[src/core/dto_pkg.sv]
// Constants and types for the digital test observation multiplexer
package dto_pkg;
  // ****************************************
  // Register map
  // ****************************************
  localparam logic [7:0] DTO_PROBE_SELECT_ADDR = 8'hea;
  localparam logic [7:0] DTO_PROBE_SELECT_RESET = 8'h00;
  localparam int DTO_CODE_LSB = 0;
  localparam int DTO_CODE_MSB = 4;
  localparam logic [7:0] DTO_UNMAPPED_READ = 8'h00;

  // ****************************************
  // Selection codes
  // ****************************************
  typedef enum logic [4:0] {
    DTO_SEL_NONE = 5'h00,
    DTO_SEL_SATURATION = 5'h01,
    DTO_SEL_SERIAL = 5'h04,
    DTO_SEL_FIFO = 5'h08,
    DTO_SEL_CLOCKS = 5'h0a
  } dto_sel_e;

  // ****************************************
  // Pin drive
  // ****************************************
  typedef struct packed {
    logic val;
    logic oe;
  } dto_pin_s;
endpackage

[src/core/dto_observe_mux.sv]
// Digital test observation multiplexer with its byte-wide select register
//
// Behaviour
// - Byte register at special-function address 0xEA, read-write, cleared on reset.
// - Bits 4 to 0 form one selection code steering the observation pins.
// - Code 01 routes saturation enable, finished and comparator output.
// - Code 04 routes serial receive to test pin, transmit to pin two.
// - Code 08 routes FIFO write pointer update pulse to test pin.
// - Code 0A routes a half-rate system clock toggle, internal and external clocks.
`timescale 1ns/10ps
module dto_observe_mux
  import dto_pkg::*;
(
  input wire logic i_clk,
  input wire logic i_rst,
  input wire logic [7:0] i_sfr_addr,
  input wire logic i_sfr_wr,
  input wire logic [7:0] i_sfr_wdata,
  output logic [7:0] o_sfr_rdata,
  input wire logic i_saturation_enable,
  input wire logic i_saturation_finished,
  input wire logic i_saturation_comparator_out,
  input wire logic i_serial_rx,
  input wire logic i_serial_tx,
  input wire logic i_fifo_wr_ptr_update,
  input wire logic i_internal_osc_clock,
  input wire logic i_external_input_clock,
  input dto_pkg::dto_pin_s i_test_func,
  input dto_pkg::dto_pin_s i_gp1_func,
  input dto_pkg::dto_pin_s i_gp2_func,
  output dto_pkg::dto_pin_s o_digital_test_out_pin,
  output dto_pkg::dto_pin_s o_general_pin_one,
  output dto_pkg::dto_pin_s o_general_pin_two
);
  import dto_pkg::*;

  // ****************************************
  // Select register and read port
  // ****************************************
  logic [7:0] probe_select;
  logic [7:0] next_probe_select;
  logic [7:0] next_rdata;
  logic [4:0] probe_select_code;
  logic addr_hit;

  assign addr_hit = (i_sfr_addr == DTO_PROBE_SELECT_ADDR);
  assign probe_select_code = probe_select[DTO_CODE_MSB:DTO_CODE_LSB];

  always_comb begin
    next_probe_select = probe_select;
    if (i_rst) begin
      next_probe_select = DTO_PROBE_SELECT_RESET;
    end else if (i_sfr_wr && addr_hit) begin
      next_probe_select = i_sfr_wdata;
    end
    next_rdata = addr_hit ? probe_select : DTO_UNMAPPED_READ;
    if (i_rst) begin
      next_rdata = DTO_UNMAPPED_READ;
    end
  end

  always_ff @(posedge i_clk) begin
    probe_select <= next_probe_select;
    o_sfr_rdata <= next_rdata;
  end

  // ****************************************
  // Foreign clocks into the system domain
  // ****************************************
  logic [1:0] int_sync;
  logic [1:0] ext_sync;
  logic sys_toggle;
  logic [1:0] next_int_sync;
  logic [1:0] next_ext_sync;
  logic next_sys_toggle;

  always_comb begin
    next_int_sync = {int_sync[0], i_internal_osc_clock};
    next_ext_sync = {ext_sync[0], i_external_input_clock};
    next_sys_toggle = i_rst ? 1'b0 : ~sys_toggle;
  end

  always_ff @(posedge i_clk) begin
    int_sync <= next_int_sync;
    ext_sync <= next_ext_sync;
    sys_toggle <= next_sys_toggle;
  end

  // ****************************************
  // Observation routing
  // ****************************************
  dto_pin_s next_test;
  dto_pin_s next_gp1;
  dto_pin_s next_gp2;

  always_comb begin
    next_test = i_test_func;
    next_gp1 = i_gp1_func;
    next_gp2 = i_gp2_func;
    if (i_rst) begin
      next_test = '0;
      next_gp1 = '0;
      next_gp2 = '0;
    end else begin
      case (probe_select_code)
        DTO_SEL_SATURATION: begin
          next_test = '{val: i_saturation_enable, oe: 1'b1};
          next_gp1 = '{val: i_saturation_finished, oe: 1'b1};
          next_gp2 = '{val: i_saturation_comparator_out, oe: 1'b1};
        end
        DTO_SEL_SERIAL: begin
          next_test = '{val: i_serial_rx, oe: 1'b1};
          next_gp2 = '{val: i_serial_tx, oe: 1'b1};
        end
        DTO_SEL_FIFO: begin
          next_test = '{val: i_fifo_wr_ptr_update, oe: 1'b1};
        end
        DTO_SEL_CLOCKS: begin
          next_test = '{val: sys_toggle, oe: 1'b1};
          next_gp1 = '{val: int_sync[1], oe: 1'b1};
          next_gp2 = '{val: ext_sync[1], oe: 1'b1};
        end
        default: begin
          next_test = i_test_func;
        end
      endcase
    end
  end

  always_ff @(posedge i_clk) begin
    o_digital_test_out_pin <= next_test;
    o_general_pin_one <= next_gp1;
    o_general_pin_two <= next_gp2;
  end

  // ****************************************
  // Checks
  // ****************************************
  property p_reset_clears;
    @(posedge i_clk) i_rst |=> (probe_select == 8'h00);
  endproperty
  a_reset_clears: assert property (p_reset_clears) else $error("select not cleared");

  property p_write_read;
    @(posedge i_clk) disable iff (i_rst)
      (i_sfr_wr && addr_hit) ##1 (addr_hit && !i_sfr_wr)
      |=> (o_sfr_rdata == $past(i_sfr_wdata, 2));
  endproperty
  a_write_read: assert property (p_write_read) else $error("readback mismatch");

  property p_code_field;
    @(posedge i_clk) disable iff (i_rst)
      (i_sfr_wr && addr_hit) |=> (probe_select_code == $past(i_sfr_wdata[4:0]));
  endproperty
  a_code_field: assert property (p_code_field) else $error("code field wrong");

  property p_saturation;
    @(posedge i_clk) disable iff (i_rst)
      (probe_select_code == 5'h01) |=> (o_digital_test_out_pin.val == $past(i_saturation_enable)
      && o_general_pin_one.val == $past(i_saturation_finished)
      && o_general_pin_two.val == $past(i_saturation_comparator_out)
      && o_general_pin_two.oe);
  endproperty
  a_saturation: assert property (p_saturation) else $error("saturation route wrong");

  property p_serial;
    @(posedge i_clk) disable iff (i_rst)
      (probe_select_code == 5'h04) |=> (o_digital_test_out_pin.val == $past(i_serial_rx)
      && o_general_pin_two.val == $past(i_serial_tx) && o_general_pin_one == $past(i_gp1_func));
  endproperty
  a_serial: assert property (p_serial) else $error("serial route wrong");

  property p_fifo;
    @(posedge i_clk) disable iff (i_rst)
      (probe_select_code == 5'h08) |=> (o_digital_test_out_pin.val == $past(i_fifo_wr_ptr_update)
      && o_general_pin_two == $past(i_gp2_func));
  endproperty
  a_fifo: assert property (p_fifo) else $error("fifo route wrong");

  property p_clocks;
    @(posedge i_clk) disable iff (i_rst)
      (probe_select_code == 5'h0a) [*2]
      |=> (o_digital_test_out_pin.val != $past(o_digital_test_out_pin.val)
      && o_general_pin_one.val == $past(i_internal_osc_clock, 3));
  endproperty
  a_clocks: assert property (p_clocks) else $error("clock route wrong");

  property p_functional;
    @(posedge i_clk) disable iff (i_rst)
      !(probe_select_code inside {5'h01, 5'h04, 5'h08, 5'h0a})
      |=> (o_digital_test_out_pin == $past(i_test_func) && o_general_pin_one == $past(i_gp1_func));
  endproperty
  a_functional: assert property (p_functional) else $error("idle pins not functional");

  property p_reset_pins;
    @(posedge i_clk) i_rst |=> (o_digital_test_out_pin == '0
      && o_general_pin_one == '0 && o_general_pin_two == '0);
  endproperty
  a_reset_pins: assert property (p_reset_pins) else $error("pins not quiet in reset");

  property p_unmapped_read;
    @(posedge i_clk) disable iff (i_rst)
      !addr_hit |=> (o_sfr_rdata == 8'h00);
  endproperty
  a_unmapped_read: assert property (p_unmapped_read) else $error("unmapped read not zero");

  property p_upper_bits;
    @(posedge i_clk) disable iff (i_rst)
      (i_sfr_wr && addr_hit) |=> (probe_select[7:5] == $past(i_sfr_wdata[7:5]));
  endproperty
  a_upper_bits: assert property (p_upper_bits) else $error("upper bits not stored");

  property p_saturation_oe;
    @(posedge i_clk) disable iff (i_rst)
      (probe_select_code == 5'h01) |=> (o_digital_test_out_pin.oe && o_general_pin_one.oe);
  endproperty
  a_saturation_oe: assert property (p_saturation_oe) else $error("saturation pins not driven");

  property p_fifo_gp1;
    @(posedge i_clk) disable iff (i_rst)
      (probe_select_code == 5'h08) |=> (o_general_pin_one == $past(i_gp1_func)
      && o_digital_test_out_pin.oe);
  endproperty
  a_fifo_gp1: assert property (p_fifo_gp1) else $error("fifo pin one not functional");

  property p_clock_ext;
    @(posedge i_clk) disable iff (i_rst)
      (probe_select_code == 5'h0a) [*2]
      |=> (o_general_pin_two.val == $past(i_external_input_clock, 3)
      && o_digital_test_out_pin.oe && o_general_pin_one.oe && o_general_pin_two.oe);
  endproperty
  a_clock_ext: assert property (p_clock_ext) else $error("external clock route wrong");
endmodule

[config.mk]
export PLATFORM = sky130hd
export DESIGN_NAME = dto_observe_mux
export DESIGN_NICKNAME = d
export VERILOG_FILES = /design/src/core/dto_pkg.sv /design/src/core/dto_observe_mux.sv
export SDC_FILE = /design/constraint.sdc
export NUM_CORES = 1
export LEC_CHECK = 0
export ABC_CLOCK_PERIOD_IN_PS = 1550
export BUFFER_PORTS_ARGS = -buffer_cell sky130_fd_sc_hd__buf_2
export CAP_MARGIN = 25
export CORE_ASPECT_RATIO = 0.75
export CORE_MARGIN = 2
export CORE_UTILIZATION = 40
export DETAILED_ROUTE_END_ITERATION = 12
export HOLD_SLACK_MARGIN = 0.15
export PLACE_DENSITY = 0.7
export RECOVER_POWER = 50
export SLEW_MARGIN = 40
export SYNTH_ARGS = -nofsm -noshare
export SYNTH_HDL_FRONTEND = slang
export SYNTH_SLANG_ARGS = --single-unit
export TNS_END_PERCENT = 10
[constraint.sdc]
create_clock -name i_clk -period 1.55 [get_ports i_clk]
set_clock_uncertainty 0.15 [all_clocks]
set_input_delay 0.0775 -clock i_clk [delete_from_list [all_inputs] [get_ports i_clk]]
set_output_delay 0.0775 -clock i_clk [all_outputs]
set_load 0.05 [all_outputs]
# --- Word level (Yosys, flattened, before mapping) ---
# Index checks and enable logic that the tools add are counted.
# W data, S select, Z words.
classes:
  add_sub_neg: 0
  mul: 0
  n_div: 0
  magnitude_cmp: 0
  n_eq_ne: 5
  shift: 0
  n_mux: 3
  bitwise_logic: 2
  reduce_logical: 2
ops:
  columns: ["cell", "n"]
  rows:
  - ["$eq A5 B4 Y1 const B", 2]
  - ["$eq A8 B8 Y1 const B", 1]
  - ["$pmux W2 S4", 1]
  - ["$pmux W2 S3", 1]
  - ["$eq A5 B1 Y1 const B", 1]
  - ["$eq A5 B3 Y1 const B", 1]
  - ["$pmux W2 S2", 1]
  - ["$not A1 Y1", 2]
  - ["$reduce_or A2 Y1", 1]
  - ["$logic_and A1 B1 Y1", 1]
word_totals:
  reg_bits: 27
  latch_bits: 0
  mem_bits_rw: 0
  romBits: 0
  input_bits: 33
  out_inout_bits: 14
  word_cells: 23
  n_memories: 0

# --- Longest topological paths before layout ---
# Gate-level depths: netlist of the first run.
logic_depth:
  word_depth: 3
  mapped_depth: 5
  depth_no_buf: 4

# --- Least setup slack after synthesis of the first run ---
# OpenSTA, ideal clock, no wires.
synth_timing:
  path_type: "reg2reg"
  start: "register probe_select[2]"
  end: "register o_general_pin_two[1] (netlist bit)"
  setup_ns: 0.088
  arrival_time_ns: 1.333
  required_time_ns: 1.312
  path_slack_ns: -0.021
  path_stages_with_launch: 6
  path_buffers: 1
  synth_period_minus_slack_ns: 1.571
  cell_sequence: "dfxtp_1 buf_6 or4b_4 nor2_4 nand2_2 a311oi_2"
synth_between:
  elab_chain_len: 2
  word_cells_on_any_way: 4
  classes_between: "eq/ne (3); mux (1)"
synth_rtl:
  columns: ["item", "line", "text"]
  rows:
  - ["start, declared", "dto_observe_mux.sv:40", "logic [7:0] probe_select;"]
  - ["start signal, assigned", "dto_observe_mux.sv:63", "probe_select <= next_probe_select;"]
  - ["$eq A5 B4 Y1, or another cell as far along", "dto_observe_mux.sv:105", "case (probe_select_code)"]
  - ["$pmux W2 S3 (*)", "dto_observe_mux.sv:105", null]
  - ["end signal, assigned", "dto_observe_mux.sv:133", "o_general_pin_two <= next_gp2;"]
  - ["end, declared", "dto_observe_mux.sv:33", "output dto_pkg::dto_pin_s o_general_pin_two"]
# Every way passes the cells marked *; elsewhere a longest branch is shown, timed or not.
# A chain may end at the register's enable or synchronous reset.

# --- Worst setup path after layout of the first run ---
layout_timing:
  start: "register probe_select[0]"
  end: "register o_digital_test_out_pin[1] (netlist bit)"
layout_between:
  elab_chain_len: 2
  word_cells_on_any_way: 5
  classes_between: "eq/ne (4); mux (1)"
layout_rtl:
  columns: ["item", "line", "text"]
  rows:
  - ["$eq A5 B4 Y1, or another cell as far along", "dto_observe_mux.sv:105", null]
  - ["$pmux W2 S4 (*)", "dto_observe_mux.sv:105", null]
  - ["end signal, assigned", "dto_observe_mux.sv:131", "o_digital_test_out_pin <= next_test;"]
  - ["end, declared", "dto_observe_mux.sv:31", "output dto_pkg::dto_pin_s o_digital_test_out_pin,"]
# Marks and branches as above.

==> results of run 1 <==
==> per-layer routing <==
layer	track usage, %	routed length [microns]
met1	22.5	1260
met2	31.8	1350
met3	5.23	79
met4	4.68	19
met5	0	0
==> logic make-up after synthesis <==
family	after synthesis	synth area share [%]
flops	27	54.4
compound gates	9	8.06
simple gates	43	26.2
mux	8	8.06
buf+inv	4	2.39
xor+xnor	1	0.882
==> worst max-delay path, stage by stage, from the launching register on <==
cell and delay [ns]:
dfxtp_4 0.39, nor3b_1 0.43, o21ai_0 0.20, a22oi_2 0.24
a211oi_2 0.09
==> cells in the final DEF, fill, tap and decap left out, drive strengths merged, types with 2 or more instances in the layout <==
cell type	instances
mux2i	8
a22oi	2
nand2	3
clkbuf	17
and2	8
a211oi	2
dlygate4sd3	30
dfxtp	27
buf	45
nor3	5
and4b	2
nor2	16
==> registers in the layout, indices dropped and copies added, names as in the netlist <==
signal and count:
o_general_pin_two 2, o_digital_test_out_pin 2, sys_toggle 1, o_sfr_rdata 8, ext_sync 2, int_sync 2
probe_select 8, o_general_pin_one 2
==> area by class of cell <==
| type | count | area [sq um] |
|---|---|---|
| tap | 34 | 42.5 |
| clock buffer | 4 | 26.3 |
| timing repair buffer | 88 | 608 |
| sequential | 27 | 548 |
| fill | 191 | 647 |
| inverter | 1 | 3.75 |
| multi-input combinational | 61 | 452 |
==> power groups by stage <==
| stage | Clock, uW | Combinational (uW) | Sequential, uW |
|---|---|---|---|
| 3_3_place_gp | 0 | 99.8 | 729 |
| 3_5_place_dp | 0 | 101 | 730 |
| 4_1_cts | 307 | 144 | 714 |
| 5_1_grt | 329 | 159 | 715 |
| 2_1_floorplan | 0 | 21.8 | 759 |
| 6_report | 290 | 148 | 713 |
==> per-stage QoR <==
stage                     hold WS [ns]  setup WS, ns  instance area (sq um)  TNS [ns]  cells
final                            0.127       -0.0487                   1680   -0.0846    215
after global routing             0.131       -0.0885                   1680    -0.265    215
after CTS                       0.0767       0.00293                   1660         0    214
after detailed placement        0.0313       -0.0857                   1330    -0.172    180
after global placement          0.0303      -0.00362                   1330  -0.00362    180
after floorplan                -0.0448       0.00505                    995         0     92
==> how the worst max path moves through the flow <==
| stage | from | endpoint | slack (ns) |
|---|---|---|---|
| finish | probe_select[0] | o_digital_test_out_pin[1] | -0.05 |
| global route | probe_select[1] | o_general_pin_two[1] | -0.09 |
| CTS | probe_select[1] | o_general_pin_two[1] | 0.003 |
| detailed placement | probe_select[0] | o_digital_test_out_pin[1] | -0.09 |
| global placement | probe_select[0] | o_digital_test_out_pin[1] | -0.004 |
| floorplan | probe_select[2] | o_digital_test_out_pin[1] | 0.005 |
==> repair_timing <==
| item | CTS | global route |
|---|---|---|
| gates resized for setup | 2 | 6 |
| pin swaps | 4 | 2 |
| hold endpoints to repair | 25 | 6 |
| buffers inserted | 0 | 1 |
| endpoints found under the setup margin | 3 | 11 |
==> impl_results.md, run 1 <==
* R2R setup slack at -0.05 ns
* Yosys top cell by area: dfxtp_1
* H-tree levels at 1
* Commonest cells post-synth: dfxtp_1 (27), nor2_1 (15), mux2i_1 (8)
* Failing checks: setup timing
* Number of max-cap violations at 0
* Predominant post-synthesis flop cell: dfxtp_1
* # hold bufs at CTS at 30
* Syn nets at between 100 and 150
* Cell Area, Synth at roughly 1000 sq um
* Fmax at 0.625 GHz
* Die Y at 47.2 microns
* Vias in the first global route at between 800 and 900
* First DRT Iteration DRCs at 11
* Final setup vio count at 3
* Insertion delay to the later sink of the worst-skew pair at about 0.31 ns
* Register area share after synthesis at 54.4%
* 1st-pass router iterations at 4
* Worst hold path type: input pin to register
* R2r worst-path depth at 4
* Area delta synth->final at 69.1%
* Avg Synthesized Cell Area at 10.8 sq um
* GRT Total Usage at between 10% and 20%
* Antenna cell count at 0
* Post-synth top area share at 54.4%
* Port bufs at 46
* Core Area at about 2300 sq um
* Routed len/inst at around 13 microns
* Gpl congestion at approximately 0.81
* Worst EP required at ~1.6 ns
* Die Width at approximately 62 microns
* Crit path capture type: register
* Status: complete, but fails checks
* Hold Path Cell Cnt at 5
* VDD IR max at 530 uV
* Worst Hold Endpoint: o_sfr_rdata[0]
* # nets final at between 200 and 250
* WL final at approximately 2.7 mm
* Antenna violations before repair at 0
* Critical R2R Capture: o_digital_test_out_pin[1]
* Root buffer cell: clkbuf_4
* RSZ-0062 raised after global routing: true
* LEAKAGE at a little under 0.0008 uW
* Pin count of the biggest net entering global routing at 17
* Critical path arrival at approximately 1.7 ns
* Startpoint Class: register
* Asr flop ratio synth at 0%
* CTS Buf Count at 3
* Total power per unit cell area at 685 nW/um^2
* Headroom to the max-slew limit at between 50% and 60%
* Total power draw at between 1000 and 1500 uW
* Share of cells above drive strength 1 at between 30% and 40%
* Vias at approximately 980
* Number of synthesized flops with an enable pin at 0
* Tcrit/Tclk final at 103%
* Internal power at a little under 900 uW
* Switching pwr at between 200 and 300 uW
* Count leader, synth: dfxtp_1
* Pins Over Slew Limit at 0
* Gate power share at about an eighth
* CTS tree: yes
* Synth cell types at 34
* Total grt overflow at 0
* HP Start: i_sfr_addr[0]
* Critical path peak fanout at 7
* Full die area at between 2000 and 3000 sq um
* Worst Setup Slack, final at -0.0487 ns
* DRC violations left at 0
* Flop pwr share at about 62%
* Vias per inst at 4.56
* Synthesized instance count at 92
* Worst-Margin Slew at 0.612 ns
* Antenna-violating nets left at 0
* Worst-path clk slew at 0.13 ns
* Reg2reg start: probe_select[0]
* Clock share of power at between 20% and 30%
* Net Sw Frac at approximately 23%
* First-pass GRT wire length at ~3.8 mm
* Sink Count at 27
* Initial Utilization at around 43%
* Ranking of synthesized cells by area: dfxtp_1 (54%), mux2i_1 (8.1%), nor2_1 (5.7%), and2_1 (4.4%), nor3_1 (2.5%)
* Top Ports at 47
* Synthesis warning total at 0
* Post-Route Utilization at 72.2%
* CTS max path bufs at 2
* Synth Register Bits at 27
* Site Rows at 15
* Type of the worst setup path: register to register
* Post-DP HPWL at ~1.6 mm
* Final Hold Viols at 0
* Fin crit period at 1.60 ns
Note: power is estimated with default switching activity, not from simulation.
==> run 2, diff against run 1 <==
==> constraint.sdc (replaced) <==
create_clock -name i_clk -period 1.55 [get_ports i_clk]
set_clock_uncertainty 0.15 [all_clocks]
set_input_delay 0.155 -clock i_clk [delete_from_list [all_inputs] [get_ports i_clk]]
set_output_delay 0.155 -clock i_clk [all_outputs]
set_load 0.05 [all_outputs]
==> run 2 against run 1 <==
  * The run now ends clean
  * Setup slack better by 0.054 ns
  * Critical path type unchanged
  * Final cell count down 6.0%
  * Maximum frequency up 3.5%
  * Critical path depth unchanged
  * Sequential share of layout area up 2.0 points
==> impl_results.md, run 2 (synthesized netlist as in run 1, its figures left out) <==
* Sink Count at 27
* Initial Utilization at 42.7%
* First DRT Iteration DRCs at 14
* GRT Total Usage at a little under a fifth
* Antenna violations before repair at 0
* Final setup vio count at 0
* RSZ-0062 raised after global routing: true
* Vias per inst at around 4.6
* Area delta synth->final at 58.4%
* Placed inst area at 1320 sq um
* Worst-path clk slew at between 0.1 and 0.15 ns
* Port bufs at 46
* Placed Instances at between 150 and 200
* Reg2reg start: probe_select[3]
* Root buffer cell: clkbuf_4
* CTS max path bufs at 2
* Total grt overflow at 0
* Fin cells at between 200 and 250
* H-tree levels at 1
* # nets final at between 200 and 250
* Biggest regs: o_sfr_rdata (8), probe_select (8)
* Register Area at about 540 sq um
* Critical path peak fanout at 5
* Final Hold Viols at 0
* 1st-pass router iterations at 4
* Tcrit/Tclk final at between 90 and 100%
* DRC violations left at 0
* Fin area at ~1600 sq um
* CTS tree: yes
* Critical path arrival at 1.64 ns
* Critical Path Source: probe_select[3]
* Gpl congestion at 0.793
* Antenna cell count at 0
* Most frequent cells in the layout: buf_2 (41), dfxtp_1 (24), dlygate4sd3_1 (20), nor2_1 (14)
* Worst hold path type: input pin to register
* Headroom to the max-slew limit at between 60 and 70%
* HP Start: i_serial_tx
* Crit path capture type: register
* Post-DP HPWL at 1.54 mm
* Routed len/inst at 12.1 microns
* Commonest non-fill, non-tap cell in the layout: buf_2
* R2R setup slack at ~0.0055 ns
* Share of cells above drive strength 1 at ~43%
* CTS Buf Count at 3
* Startpoint Class: register
* Type of the worst setup path: register to register
* Fin crit period at 1.54 ns
* WL final at between 2 and 2.5 mm
* Pins Over Slew Limit at 0
* LEAKAGE at 0.000769 uW
* Core Area at around 2300 sq um
* Die Width at roughly 60 microns
* Hold_ws at about 0.17 ns
* Pin count of the biggest net entering global routing at 17
* Die Y at between 40 and 50 microns
* Site Rows at 15
* Insertion delay to the later sink of the worst-skew pair at ~0.31 ns
* Full die area at between 2000 and 3000 sq um
* Setup tns final at 0 ns
* Multi-input gate area at between 400 and 500 sq um
* Worst EP required at approximately 1.7 ns
* First-pass GRT wire length at roughly 3.8 mm
* Vias at slightly above 900
* Total power draw at roughly 1100 uW
* VDD IR max at between 300 and 400 uV
* Vias in the first global route at a little under 900
* Antenna-violating nets left at 0
* Fillcell total at about 190
* Worst-Margin Slew at between 0.5 and 0.6 ns
* Total power per unit cell area at just over 700 nW/um^2
* Top Ports at 47
* Fmax at around 0.65 GHz
* Number of max-cap violations at 0
* Status: completed
## run 2: area by class of cell
cell class | count | share of cell area [%]
Timing Repair Buffer | 75 | 31.4
Clock buffer | 4 | 1.67
Multi-Input combinational cell | 61 | 29.4
Tap cell | 34 | 2.70
Sequential cell | 27 | 34.6
Inverter | 1 | 0.238
## run 2: worst paths after layout
kind,end,depth (start not counted)
max,o_digital_test_out_pin[1],4
min,o_general_pin_two[1],3
max reg2reg,o_digital_test_out_pin[1],4
min reg2reg,int_sync[1],0
## run 2: worst max-delay path, cell delays in order, from the launching register on
cell and delay, ns:
dfxtp_2 0.37, or4b_4 0.54, nor2_4 0.16, a22oi_2 0.08, a211oi_2 0.18
## run 2: where the power goes
| part | switching [uW] | total (uW) | internal [uW] |
|---|---|---|---|
| clock network | 184 | 285 | 101 |
| registers | 4.60 | 714 | 710 |
| logic | 65.0 | 142 | 77.0 |
| total | 253 | 1140 | 887 |
## run 2: through the flow
| stage | utilization, % | setup slack (ns) |
|---|---|---|
| global route | 67.6 | -0.0728 |
| global placement | 56.5 | 0.0145 |
| finish | 67.6 | 0.00545 |
| CTS | 66.7 | 0.00271 |
| floorplan | - | 0.00505 |
| detailed placement | 56.5 | -0.0184 |
## run 2: timing repair
action                                  CTS  global route
pin swaps                                 2             0
hold endpoints to repair                 17             0
endpoints found under the setup margin    2             4
gates resized for setup                   4             4
buffers inserted                          0             0
hold buffers                             20             0
## run 2: metal layers
| layer | global-route usage (%) | part of all wire, % | vias up |
|---|---|---|---|
| li1 | - | - | 476 |
| met1 | 22.7 | 44 | 418 |
| met2 | 31.2 | 50 | 21 |
| met3 | 4.96 | 3.0 | 6 |
| met4 | 5.53 | 3.4 | 0 |
| met5 | 0 | 0 | - |
